### src/verilog/sleep_ctrl_pkg.sv
package sleep_ctrl_pkg;

  // ==========================================================
  // Register map (byte addresses on APB)
  localparam logic [7:0] SLEEP_CTRL_OFS = 8'h00;  // sleep_mode_control_reg
  localparam logic [7:0] CORE_CTRL_OFS  = 8'h04;  // core_control_reg
  localparam logic [7:0] COMP_CTRL_OFS  = 8'h08;  // comparator_ctrl_status_reg
  localparam logic [7:0] STATUS_OFS     = 8'h0c;  // Sleep controller status, read only

  // ==========================================================
  // Field positions
  localparam int SLEEP_EN_BIT  = 0;  // sleep_enable_bit
  localparam int MODE_SEL_LSB  = 1;  // sleep_mode_select, three bits
  localparam int DET_KEY_BIT   = 5;  // Timed-write enable for brownout_sleep_disable
  localparam int DET_OFF_BIT   = 6;  // brownout_sleep_disable
  localparam int COMP_OFF_BIT  = 7;  // comparator_off_bit
  localparam int STAT_DET_BIT  = 4;  // Status: brownout_detector enabled
  localparam int STAT_MODE_LSB = 5;  // Status: mode latched at entry

  // ==========================================================
  // Sleep modes and controller states
  typedef enum logic [2:0] {
    MODE_IDLE = 3'h0,
    MODE_ANR  = 3'h1,
    MODE_PD   = 3'h2,
    MODE_PS   = 3'h3,
    MODE_SB   = 3'h6,
    MODE_ESB  = 3'h7
  } sleep_mode_t;

  typedef enum logic [3:0] {
    ST_ACTIVE = 4'b0001,
    ST_SLEEP  = 4'b0010,
    ST_START  = 4'b0100,
    ST_HALT   = 4'b1000
  } ctl_state_t;

  // ==========================================================
  // Timing
  localparam int CNT_W        = 12;
  localparam int CLK_FREQ_MHZ = 40;  // ref_clk rate
  localparam int DET_WAKE_US  = 60;  // Wake extension after software detector-off
  localparam int DET_WAKE_CYC = DET_WAKE_US * CLK_FREQ_MHZ;
  localparam logic [CNT_W-1:0] DET_WAKE_CNT = CNT_W'(DET_WAKE_CYC);  // Must fit the wake counter
  localparam logic [CNT_W-1:0] HALT_CNT     = 12'h004;  // Core hold after start-up
  localparam logic [CNT_W-1:0] STANDBY_CNT  = 12'h006;  // Oscillator kept running
  localparam logic [CNT_W-1:0] STARTUP_CNT  = 12'h006;  // Oscillator restart
  localparam logic [2:0]       DET_KEY_WIN  = 3'h4;     // Timed-write window

  // ==========================================================
  // Whole controller state
  typedef struct packed {
    ctl_state_t       state;
    logic [2:0]       modeSel;
    logic             sleepEn;
    logic [2:0]       modeAct;
    logic             detOffReq;
    logic             detKey;
    logic [2:0]       detKeyWin;
    logic             compOff;
    logic             detOff;
    logic [CNT_W-1:0] cnt;
    logic [31:0]      rdata;
    logic             cpuEn;
    logic             flashEn;
    logic             ioEn;
    logic             adcEn;
    logic             asyEn;
    logic             mainEn;
    logic             tmrEn;
    logic             detEn;
    logic             compEn;
    logic             adcStart;
    logic             wakeIrq;
    logic             rstVec;
  } ctl_t;

  localparam ctl_t CTL_RST = '{state: ST_ACTIVE, modeSel: 3'h0, sleepEn: 1'b0, modeAct: 3'h0,
                               detOffReq: 1'b0, detKey: 1'b0, detKeyWin: 3'h0, compOff: 1'b0,
                               detOff: 1'b0, cnt: 12'h000, rdata: 32'h0000_0000,
                               cpuEn: 1'b1, flashEn: 1'b1, ioEn: 1'b1, adcEn: 1'b1,
                               asyEn: 1'b1, mainEn: 1'b1, tmrEn: 1'b0, detEn: 1'b1,
                               compEn: 1'b1, adcStart: 1'b0, wakeIrq: 1'b0, rstVec: 1'b0};

endpackage

### src/verilog/sleep_mode_clock_gating.sv
// Design decisions made here: the APB register port and the register addresses.
module sleep_mode_clock_gating
  import sleep_ctrl_pkg::*;
(
  input  wire logic        ref_clk,          // System clock
  input  wire logic        rst_n,            // Asynchronous reset
  input  wire logic        psel,             // APB select
  input  wire logic        penable,          // APB access phase
  input  wire logic        pwrite,           // APB direction
  input  wire logic [7:0]  paddr,            // APB byte address
  input  wire logic [31:0] pwdata,           // APB write data
  output logic      [31:0] prdata,           // APB read data
  output logic             pready,           // APB ready
  output logic             pslverr,          // APB error
  input  wire logic        sleepInstr,       // Core executes sleep, one cycle
  input  wire logic        resetReq,         // Reset source while running or asleep
  input  wire logic        irqLineA,         // external_irq_line_a level form
  input  wire logic        irqLineB,         // external_irq_line_b level form
  input  wire logic        irqEdgeA,         // external_irq_line_a edge form
  input  wire logic        irqEdgeB,         // external_irq_line_b edge form
  input  wire logic        pinChangeIrq,     // Pin change
  input  wire logic        twoWireMatchIrq,  // two_wire_port address match
  input  wire logic        watchdogIrq,      // Watchdog
  input  wire logic        asyncTimerIrq,    // async_timer overflow or compare
  input  wire logic        storeReadyIrq,    // self_program_store / EEPROM ready
  input  wire logic        adcDoneIrq,       // Conversion complete
  input  wire logic        comparatorIrq,    // Analog comparator
  input  wire logic        internalIrq,      // Other internal sources
  input  wire logic        asyncTimerAsync,  // async_timer on its own oscillator
  input  wire logic        adcEnabled,       // Converter switched on
  output logic             cpuClkEn,         // cpu_clock_domain
  output logic             flashClkEn,       // program_memory_clock_domain
  output logic             ioClkEn,          // peripheral_clock_domain
  output logic             adcClkEn,         // converter_clock_domain
  output logic             asyncClkEn,       // async_clock_domain
  output logic             mainOscEn,        // Main clock source
  output logic             timerOscEn,       // Timer oscillator
  output logic             detEn,            // brownout_detector on
  output logic             compPowerEn,      // Comparator powered
  output logic             adcStartConv,     // Start conversion pulse
  output logic             wakeIrq,          // Core runs handler, pulse
  output logic             resetVector,      // Core starts at reset vector, pulse
  output logic             sleeping          // Core held
);

  // ==========================================================
  // State
  ctl_t        s_r;       // Registered state
  ctl_t        s_nxt;     // Next state
  sleep_mode_t selMode;   // Mode chosen by software
  sleep_mode_t actMode;   // Mode entered
  logic        setupPh;   // APB setup cycle
  logic        wrAcc;     // APB write, takes effect
  logic        hit;       // Address mapped
  logic        legal;     // Select code names a mode
  logic        deepMode;  // Mode allows detector-off
  logic        wakeNow;   // Wake condition for entered mode
  logic        lvlWake;   // Sources common to every mode
  logic        asyWake;   // Async timer source

  assign selMode = sleep_mode_t'(s_r.modeSel);
  assign actMode = sleep_mode_t'(s_r.modeAct);

  // ==========================================================
  // APB slave: read data latched in setup, one wait-free access
  assign setupPh = psel && !penable;
  assign pready  = psel && penable;
  assign hit     = (paddr == SLEEP_CTRL_OFS) || (paddr == CORE_CTRL_OFS) ||
                   (paddr == COMP_CTRL_OFS) || (paddr == STATUS_OFS);
  assign pslverr = pready && !hit;
  assign wrAcc   = pready && pwrite && hit;
  assign prdata  = s_r.rdata;

  // ==========================================================
  // Mode decode
  always_comb begin
    legal    = 1'b0;
    deepMode = 1'b0;
    unique case (s_r.modeSel)
      MODE_IDLE, MODE_ANR: begin
        legal = 1'b1;
      end
      MODE_PD, MODE_PS, MODE_SB, MODE_ESB: begin
        legal    = 1'b1;
        deepMode = 1'b1;
      end
      default: begin  // Codes 100, 101 are reserved
        legal = 1'b0;
      end
    endcase
  end

  // ==========================================================
  // Wake sources per mode
  // Edge forms of the external lines need the peripheral clock,
  // so only the level form reaches past Idle.
  assign lvlWake = irqLineA || irqLineB || pinChangeIrq || twoWireMatchIrq || watchdogIrq;
  assign asyWake = asyncTimerIrq && asyncTimerAsync;

  always_comb begin
    wakeNow = 1'b0;
    unique case (s_r.modeAct)
      MODE_IDLE: begin
        wakeNow = lvlWake || irqEdgeA || irqEdgeB || asyncTimerIrq || storeReadyIrq ||
                  adcDoneIrq || internalIrq || (comparatorIrq && !s_r.compOff);
      end
      MODE_ANR: begin
        wakeNow = lvlWake || asyWake || storeReadyIrq || adcDoneIrq;
      end
      MODE_PS, MODE_ESB: begin
        wakeNow = lvlWake || asyWake;
      end
      default: begin  // Power-down, standby
        wakeNow = lvlWake;
      end
    endcase
  end

  // ==========================================================
  // Next state
  always_comb begin
    s_nxt          = s_r;
    s_nxt.adcStart = 1'b0;
    s_nxt.wakeIrq  = 1'b0;
    s_nxt.rstVec   = 1'b0;

    // Read mux, sampled in the setup cycle
    if (setupPh) begin
      s_nxt.rdata = 32'h0000_0000;
      unique case (paddr)
        SLEEP_CTRL_OFS: begin
          s_nxt.rdata[SLEEP_EN_BIT]               = s_r.sleepEn;
          s_nxt.rdata[MODE_SEL_LSB +: 3]          = s_r.modeSel;
        end
        CORE_CTRL_OFS: begin
          s_nxt.rdata[DET_OFF_BIT] = s_r.detOffReq;
          s_nxt.rdata[DET_KEY_BIT] = s_r.detKey;
        end
        COMP_CTRL_OFS: begin
          s_nxt.rdata[COMP_OFF_BIT] = s_r.compOff;
        end
        STATUS_OFS: begin
          s_nxt.rdata[3:0]                = s_r.state;
          s_nxt.rdata[STAT_DET_BIT]       = s_r.detEn;
          s_nxt.rdata[STAT_MODE_LSB +: 3] = s_r.modeAct;
        end
        default: begin  // Unmapped reads zero
          s_nxt.rdata = 32'h0000_0000;
        end
      endcase
    end

    // Timed-write window counts down and closes by itself
    if (s_r.detKeyWin != 3'h0) begin
      s_nxt.detKeyWin = s_r.detKeyWin - 3'h1;
      if (s_r.detKeyWin == 3'h1) begin
        s_nxt.detKey = 1'b0;
      end
    end

    // Register writes
    if (wrAcc) begin
      unique case (paddr)
        SLEEP_CTRL_OFS: begin
          s_nxt.sleepEn = pwdata[SLEEP_EN_BIT];
          s_nxt.modeSel = pwdata[MODE_SEL_LSB +: 3];
        end
        CORE_CTRL_OFS: begin
          // Arm: both bits written one; a rewrite inside the window
          // neither extends nor clears it.
          if (pwdata[DET_OFF_BIT] && pwdata[DET_KEY_BIT]) begin
            if (!s_r.detKey) begin
              s_nxt.detKey    = 1'b1;
              s_nxt.detKeyWin = DET_KEY_WIN;
            end
          end else if (s_r.detKey && !pwdata[DET_KEY_BIT]) begin
            s_nxt.detOffReq = pwdata[DET_OFF_BIT];
            s_nxt.detKey    = 1'b0;
            s_nxt.detKeyWin = 3'h0;
          end
        end
        COMP_CTRL_OFS: begin
          s_nxt.compOff = pwdata[COMP_OFF_BIT];
        end
        default: begin  // Status is read only
          s_nxt.compOff = s_r.compOff;
        end
      endcase
    end

    // Sleep sequencing; memories are never touched here
    unique case (s_r.state)
      ST_ACTIVE: begin
        // No enable or reserved code: instruction is a no-op
        if (sleepInstr && s_r.sleepEn && legal) begin
          s_nxt.state   = ST_SLEEP;
          s_nxt.modeAct = s_r.modeSel;
          s_nxt.detOff  = s_r.detOffReq && deepMode;
          if (adcEnabled && (selMode == MODE_IDLE || selMode == MODE_ANR)) begin
            s_nxt.adcStart = 1'b1;
          end
        end
      end
      ST_SLEEP: begin
        if (wakeNow) begin
          s_nxt.state  = ST_START;
          s_nxt.detOff = 1'b0;
          unique case (actMode)
            MODE_SB, MODE_ESB: s_nxt.cnt = STANDBY_CNT;
            MODE_PD, MODE_PS:  s_nxt.cnt = STARTUP_CNT;
            default:           s_nxt.cnt = '0;
          endcase
          if (s_r.detOff) begin
            s_nxt.cnt = s_nxt.cnt + DET_WAKE_CNT;
          end
        end
      end
      ST_START: begin
        if (s_r.cnt == '0) begin
          s_nxt.state = ST_HALT;
          s_nxt.cnt   = HALT_CNT - 12'h001;
        end else begin
          s_nxt.cnt = s_r.cnt - 12'h001;
        end
      end
      ST_HALT: begin
        if (s_r.cnt == '0) begin
          s_nxt.state   = ST_ACTIVE;
          s_nxt.wakeIrq = 1'b1;
        end else begin
          s_nxt.cnt = s_r.cnt - 12'h001;
        end
      end
    endcase

    // Reset source overrides any sleep step
    if (resetReq) begin
      s_nxt.state  = ST_ACTIVE;
      s_nxt.rstVec = 1'b1;
      s_nxt.detOff = 1'b0;
      s_nxt.cnt    = '0;
    end

    // Clock gating from the next state
    s_nxt.detEn  = !s_nxt.detOff;
    s_nxt.compEn = !s_nxt.compOff;
    s_nxt.tmrEn  = asyncTimerAsync;
    s_nxt.cpuEn  = (s_nxt.state == ST_ACTIVE);
    s_nxt.flashEn = (s_nxt.state == ST_ACTIVE);
    s_nxt.ioEn   = 1'b1;
    s_nxt.adcEn  = 1'b1;
    s_nxt.asyEn  = 1'b1;
    s_nxt.mainEn = 1'b1;
    if (s_nxt.state == ST_SLEEP) begin
      s_nxt.cpuEn   = 1'b0;
      s_nxt.flashEn = 1'b0;
      unique case (sleep_mode_t'(s_nxt.modeAct))
        MODE_IDLE: begin
          s_nxt.tmrEn = asyncTimerAsync;
        end
        MODE_ANR: begin
          s_nxt.ioEn  = 1'b0;
          s_nxt.asyEn = asyncTimerAsync;
        end
        MODE_PD: begin
          s_nxt.ioEn   = 1'b0;
          s_nxt.adcEn  = 1'b0;
          s_nxt.asyEn  = 1'b0;
          s_nxt.mainEn = 1'b0;
          s_nxt.tmrEn  = 1'b0;
        end
        MODE_SB: begin
          s_nxt.ioEn  = 1'b0;
          s_nxt.adcEn = 1'b0;
          s_nxt.asyEn = 1'b0;
          s_nxt.tmrEn = 1'b0;
        end
        default: begin  // Power-save, extended standby
          s_nxt.ioEn   = 1'b0;
          s_nxt.adcEn  = 1'b0;
          s_nxt.asyEn  = asyncTimerAsync;
          s_nxt.mainEn = (sleep_mode_t'(s_nxt.modeAct) == MODE_ESB);
        end
      endcase
      s_nxt.compEn = s_nxt.compEn && (sleep_mode_t'(s_nxt.modeAct) == MODE_IDLE);
    end
  end

  // ==========================================================
  // State register
  always_ff @(posedge ref_clk or negedge rst_n) begin
    if (!rst_n) begin
      s_r <= CTL_RST;
    end else begin
      s_r <= s_nxt;
    end
  end

  // Outputs straight from flip-flops, sleeping decoded from the state register
  assign cpuClkEn     = s_r.cpuEn;
  assign flashClkEn   = s_r.flashEn;
  assign ioClkEn      = s_r.ioEn;
  assign adcClkEn     = s_r.adcEn;
  assign asyncClkEn   = s_r.asyEn;
  assign mainOscEn    = s_r.mainEn;
  assign timerOscEn   = s_r.tmrEn;
  assign detEn        = s_r.detEn;
  assign compPowerEn  = s_r.compEn;
  assign adcStartConv = s_r.adcStart;
  assign wakeIrq      = s_r.wakeIrq;
  assign resetVector  = s_r.rstVec;
  assign sleeping     = (s_r.state != ST_ACTIVE);
endmodule  // sleep_mode_clock_gating

### config.mk
export PLATFORM = sky130hd
export DESIGN_NAME = sleep_mode_clock_gating
export DESIGN_NICKNAME = d
export VERILOG_FILES = /design/src/verilog/sleep_ctrl_pkg.sv /design/src/verilog/sleep_mode_clock_gating.sv
export SDC_FILE = /design/constraint.sdc
export NUM_CORES = 1
export LEC_CHECK = 0
export ABC_AREA = 1
export BUFFER_PORTS_ARGS = -buffer_cell sky130_fd_sc_hd__buf_2
export CAP_MARGIN = 5
export CORE_ASPECT_RATIO = 1.5
export CORE_MARGIN = 8
export CORE_UTILIZATION = 30
export DETAILED_ROUTE_END_ITERATION = 7
export SLEW_MARGIN = 25
export SYNTH_ARGS = -nofsm -noshare
export SYNTH_HDL_FRONTEND = slang
export SYNTH_SLANG_ARGS = --single-unit
### constraint.sdc
create_clock -name ref_clk -period 2.4 [get_ports ref_clk]
set_clock_uncertainty 0.15 [all_clocks]
set_input_delay 0.24 -clock ref_clk [delete_from_list [all_inputs] [get_ports ref_clk]]
set_output_delay 0.24 -clock ref_clk [all_outputs]
set_load 0.01 [all_outputs]
==> flow_summary.yaml <==
clock_network:
  clock_latency_ns: 0.29
  holdBufCountCts: 1
  cts_root_buf: "clkbuf_16"
  clockBufferDepth: 2
  cts_sinks: 49
  cts.repair.resized: 0
  cts_buffers: 5
  cts_tree: "done"
  postCtsSetupBuffers: 0
  clkTransAtPathRegs_ns: 0.06
  cts_htree_levels: 2
yosys:
  ys_warn_count: 0
  async_reset_ff_share_pct: 100.0
  synth_mux_area_share_pct: 1.854
  synth_cell_types: 33
  syn-cell-area_um2: 3037
  synthXorXnorAreaFrac_pct: 3.173
  synth-compound-area-share_pct: 11.99
  synth_area_per_cell_um2: 8.033
  post-synth-top-count-cell: "nand2_1"
  ys.flop_type: "dfrtp_1"
  synth_fa_ha_area_share_pct: 1.648
  yosys_register_bits: 49
  syn_inst: 378
  synth_top_family_by_area: "simple AND/OR/NAND/NOR gates"
  synthSimpleGateAreaFrac_pct: 25.88
  synth_commonest_cells: "69 x nand2_1, 44 x inv_1, 41 x dfrtp_1"
  synth_area_leader_cell: "dfrtp_1"
  yosysSeqAreaShare_pct: 40.71
  synth_area_leaders: "dfrtp_1 34%, nand2_1 8.5%, buf_4 8.2%, dfstp_2 6.9%, inv_1 5.4%"
  synth_edf_count: 0
  yosysTopAreaCellShare_pct: 33.79
routing:
  vias: 2503
  drtAntennaViolNets: 0
  first_iter_violations: 170
  wl_per_cell_um: 13.34
  wirelength_mm: 7.363
  drt_pass1_iterations: 4
  post-route-drc-count: 0
  routed_via_density: 4.534
critical_path:
  startpoint_type: "register"
  cp-end-kind: "register"
  critPathMaxFanout: 14
  worstPathRequired_ns: 2.43
  worstSetupPathType: "reg2reg"
  crit_arrival_ns: 2.12
placement:
  place_area_um2: 3323
  gp_congestion: 0.8607
  portBuffers: 58
  dp_hpwl_mm: 6.020
  pre_cts_ws_ns: 0.3074
floorplan:
  io_pins: 108
  dieArea_um2: 13660
  initial_utilization_pct: 30.47
  die_w_um: 98.15
  rows: 45
  fp.dieH_um: 139.2
  core_area_um2: 9966
pwr:
  power_frac_clock_pct: 40.3
  power_density_nw_per_um2: 576.2
  netSwitchingFraction_pct: 25.19
  peakVddDrop_v: 0.0002449
  intPower_mw: 1.511
  switchingPower_uw: 508.9
  p_leak_nw: 1.816
  seqPwrFrac_pct: 44.3
  comb_power_share_pct: 15.4
status:
  outcome: "complete, no violations"
sta:
  fmax_mhz: 478.2
  slew_violations: 0
  fin_crit_ns: 2.091
  rsz0062_at_grt: "false"
  worstMarginPinSlew_ns: 0.6041
  finalSetupViolCount: 0
  fin_crit_sh_pct: 87.13
  max_slew_margin_pct: 59.73
  totalNegativeSetupSlack_ns: 0
  setup_ws_ns: 0.3088
  hold_viol_final: 0
flow_run:
  max-cap-violations: 0
final_layout:
  syn_to_final_growth_pct: 15.45
  layout-drive-gt1-share_pct: 26.67
  final_util_pct: 35.18
  antenna_cells: 0
  stdcell_area_um2: 3506
  fin_nets: 499
global_routing:
  grt_antenna_before_repair: 0
  overflow: 0
  grt_use_total_pct: 11.04
  grt_max_degree: 27
  grt_pass1_vias: 2594
  grt_pass1_wl_mm: 12.25
min_path:
  min_path_type: "in2reg"
## path summary, 6_finish.rpt
| kind | start | endpoint | slack, ns | cells past startpoint |
|---|---|---|---|---|
| min in group asynchronous | rst_n | s_r[58]$_DFF_PN0_ | 0.34 | 2 |
| min | resetReq | resetVector$_DFF_PN0_ | 0.02 | 1 |
| min reg2reg | prdata[4]$_DFFE_PN0P_ | prdata[4]$_DFFE_PN0P_ | 0.35 | 2 |
| max reg2reg | s_r[44]$_DFFE_PN0P_ | s_r[55]$_DFFE_PN0P_ | 0.31 | 11 |
| max | s_r[44]$_DFFE_PN0P_ | s_r[55]$_DFFE_PN0P_ | 0.31 | 11 |
| max in group asynchronous | rst_n | cpuClkEn$_DFF_PN1_ | 1.13 | 3 |
## power by group through the flow
stage | combinational (mW) | sequential (mW) | clock [mW]
finish | 0.310 | 0.895 | 0.814
global route | 0.352 | 0.899 | 0.880
CTS | 0.313 | 0.895 | 0.837
detailed placement | 0.310 | 0.910 | 0
global placement | 0.301 | 0.908 | 0
floorplan | 0.254 | 0.905 | 0
## flip-flops by register name (all words and copies together), names as in the netlist
register      cells
adcClkEn          1
resetVector       1
prdata            8
selMode           3
mainOscEn         1
wakeIrq           1
detEn             1
ioClkEn           1
actMode           3
timerOscEn        1
compPowerEn       1
adcStartConv      1
asyncClkEn        1
cpuClkEn          1
s_r              24
## worst max-delay path, stage by stage, from the launching register on
cell and delay, ns:
dfrtp_1 0.39, inv_1 0.09, ha_1 0.23, nand2_2 0.11, nor2_4 0.20, nand2_4 0.09
o31ai_2 0.18, inv_1 0.07, nand2_2 0.21, inv_1 0.12, nand3_1 0.10, nand2_1 0.05
## layout by cell type (no fill, tap or decap), drive strengths merged
cell type,n
nand2,76
buf,60
inv,47
nor2,47
dfrtp,41
a21oi,32
nand3,30
o21ai,25
conb,24
dfstp,8
xor2,7
clkbuf,7
nand4,6
mux2,5
xnor2,4
ha,4
nor3,4
a211oi,2
nor3b,1
clkinv,1
o31ai,1
a31oi,1
bufinv,1
dlygate4sd3,1
## per-stage QoR
step | instances | hold slack, ns | power [mW]
6_report | 552 | 0.01712 | 2.020
4_1_cts | 552 | 0.01748 | 2.045
2_1_floorplan | 401 | -0.2056 | 1.159
5_1_grt | 552 | 0.01290 | 2.131
3_5_place_dp | 543 | 0.1356 | 1.220
3_3_place_gp | 543 | 0.1350 | 1.209
## layer usage
metal,routed length [µm],vias up,GRT usage (%)
met5,0,-,0
met4,154,0,4.712
met3,610,11,3.545
met2,3778,90,20.09
met1,2820,1132,11.24
li1,-,1270,-
## cells by family after synthesis
| family | count (synthesis) |
|---|---|
| XOR/XNOR | 11 |
| AND/OR/NAND/NOR | 164 |
| adder cells (fa/ha/maj) | 4 |
| multiplexers | 5 |
| buffers and inverters | 83 |
| AO/OA/AOI/OAI | 61 |
| flip-flops | 49 |
| other | 1 |
## area by class of cell
type                            count  area, µm²
Fill cell                        1037       6460
Multi-Input combinational cell    269       1443
Sequential cell                    49       1236
Timing Repair Buffer               61      327.8
Inverter                           48      180.2
Tap cell                          117      146.4
Clock buffer                        7      142.6
Clock inverter                      1      30.03
No activity file was read; power rests on OpenSTA's default activity.
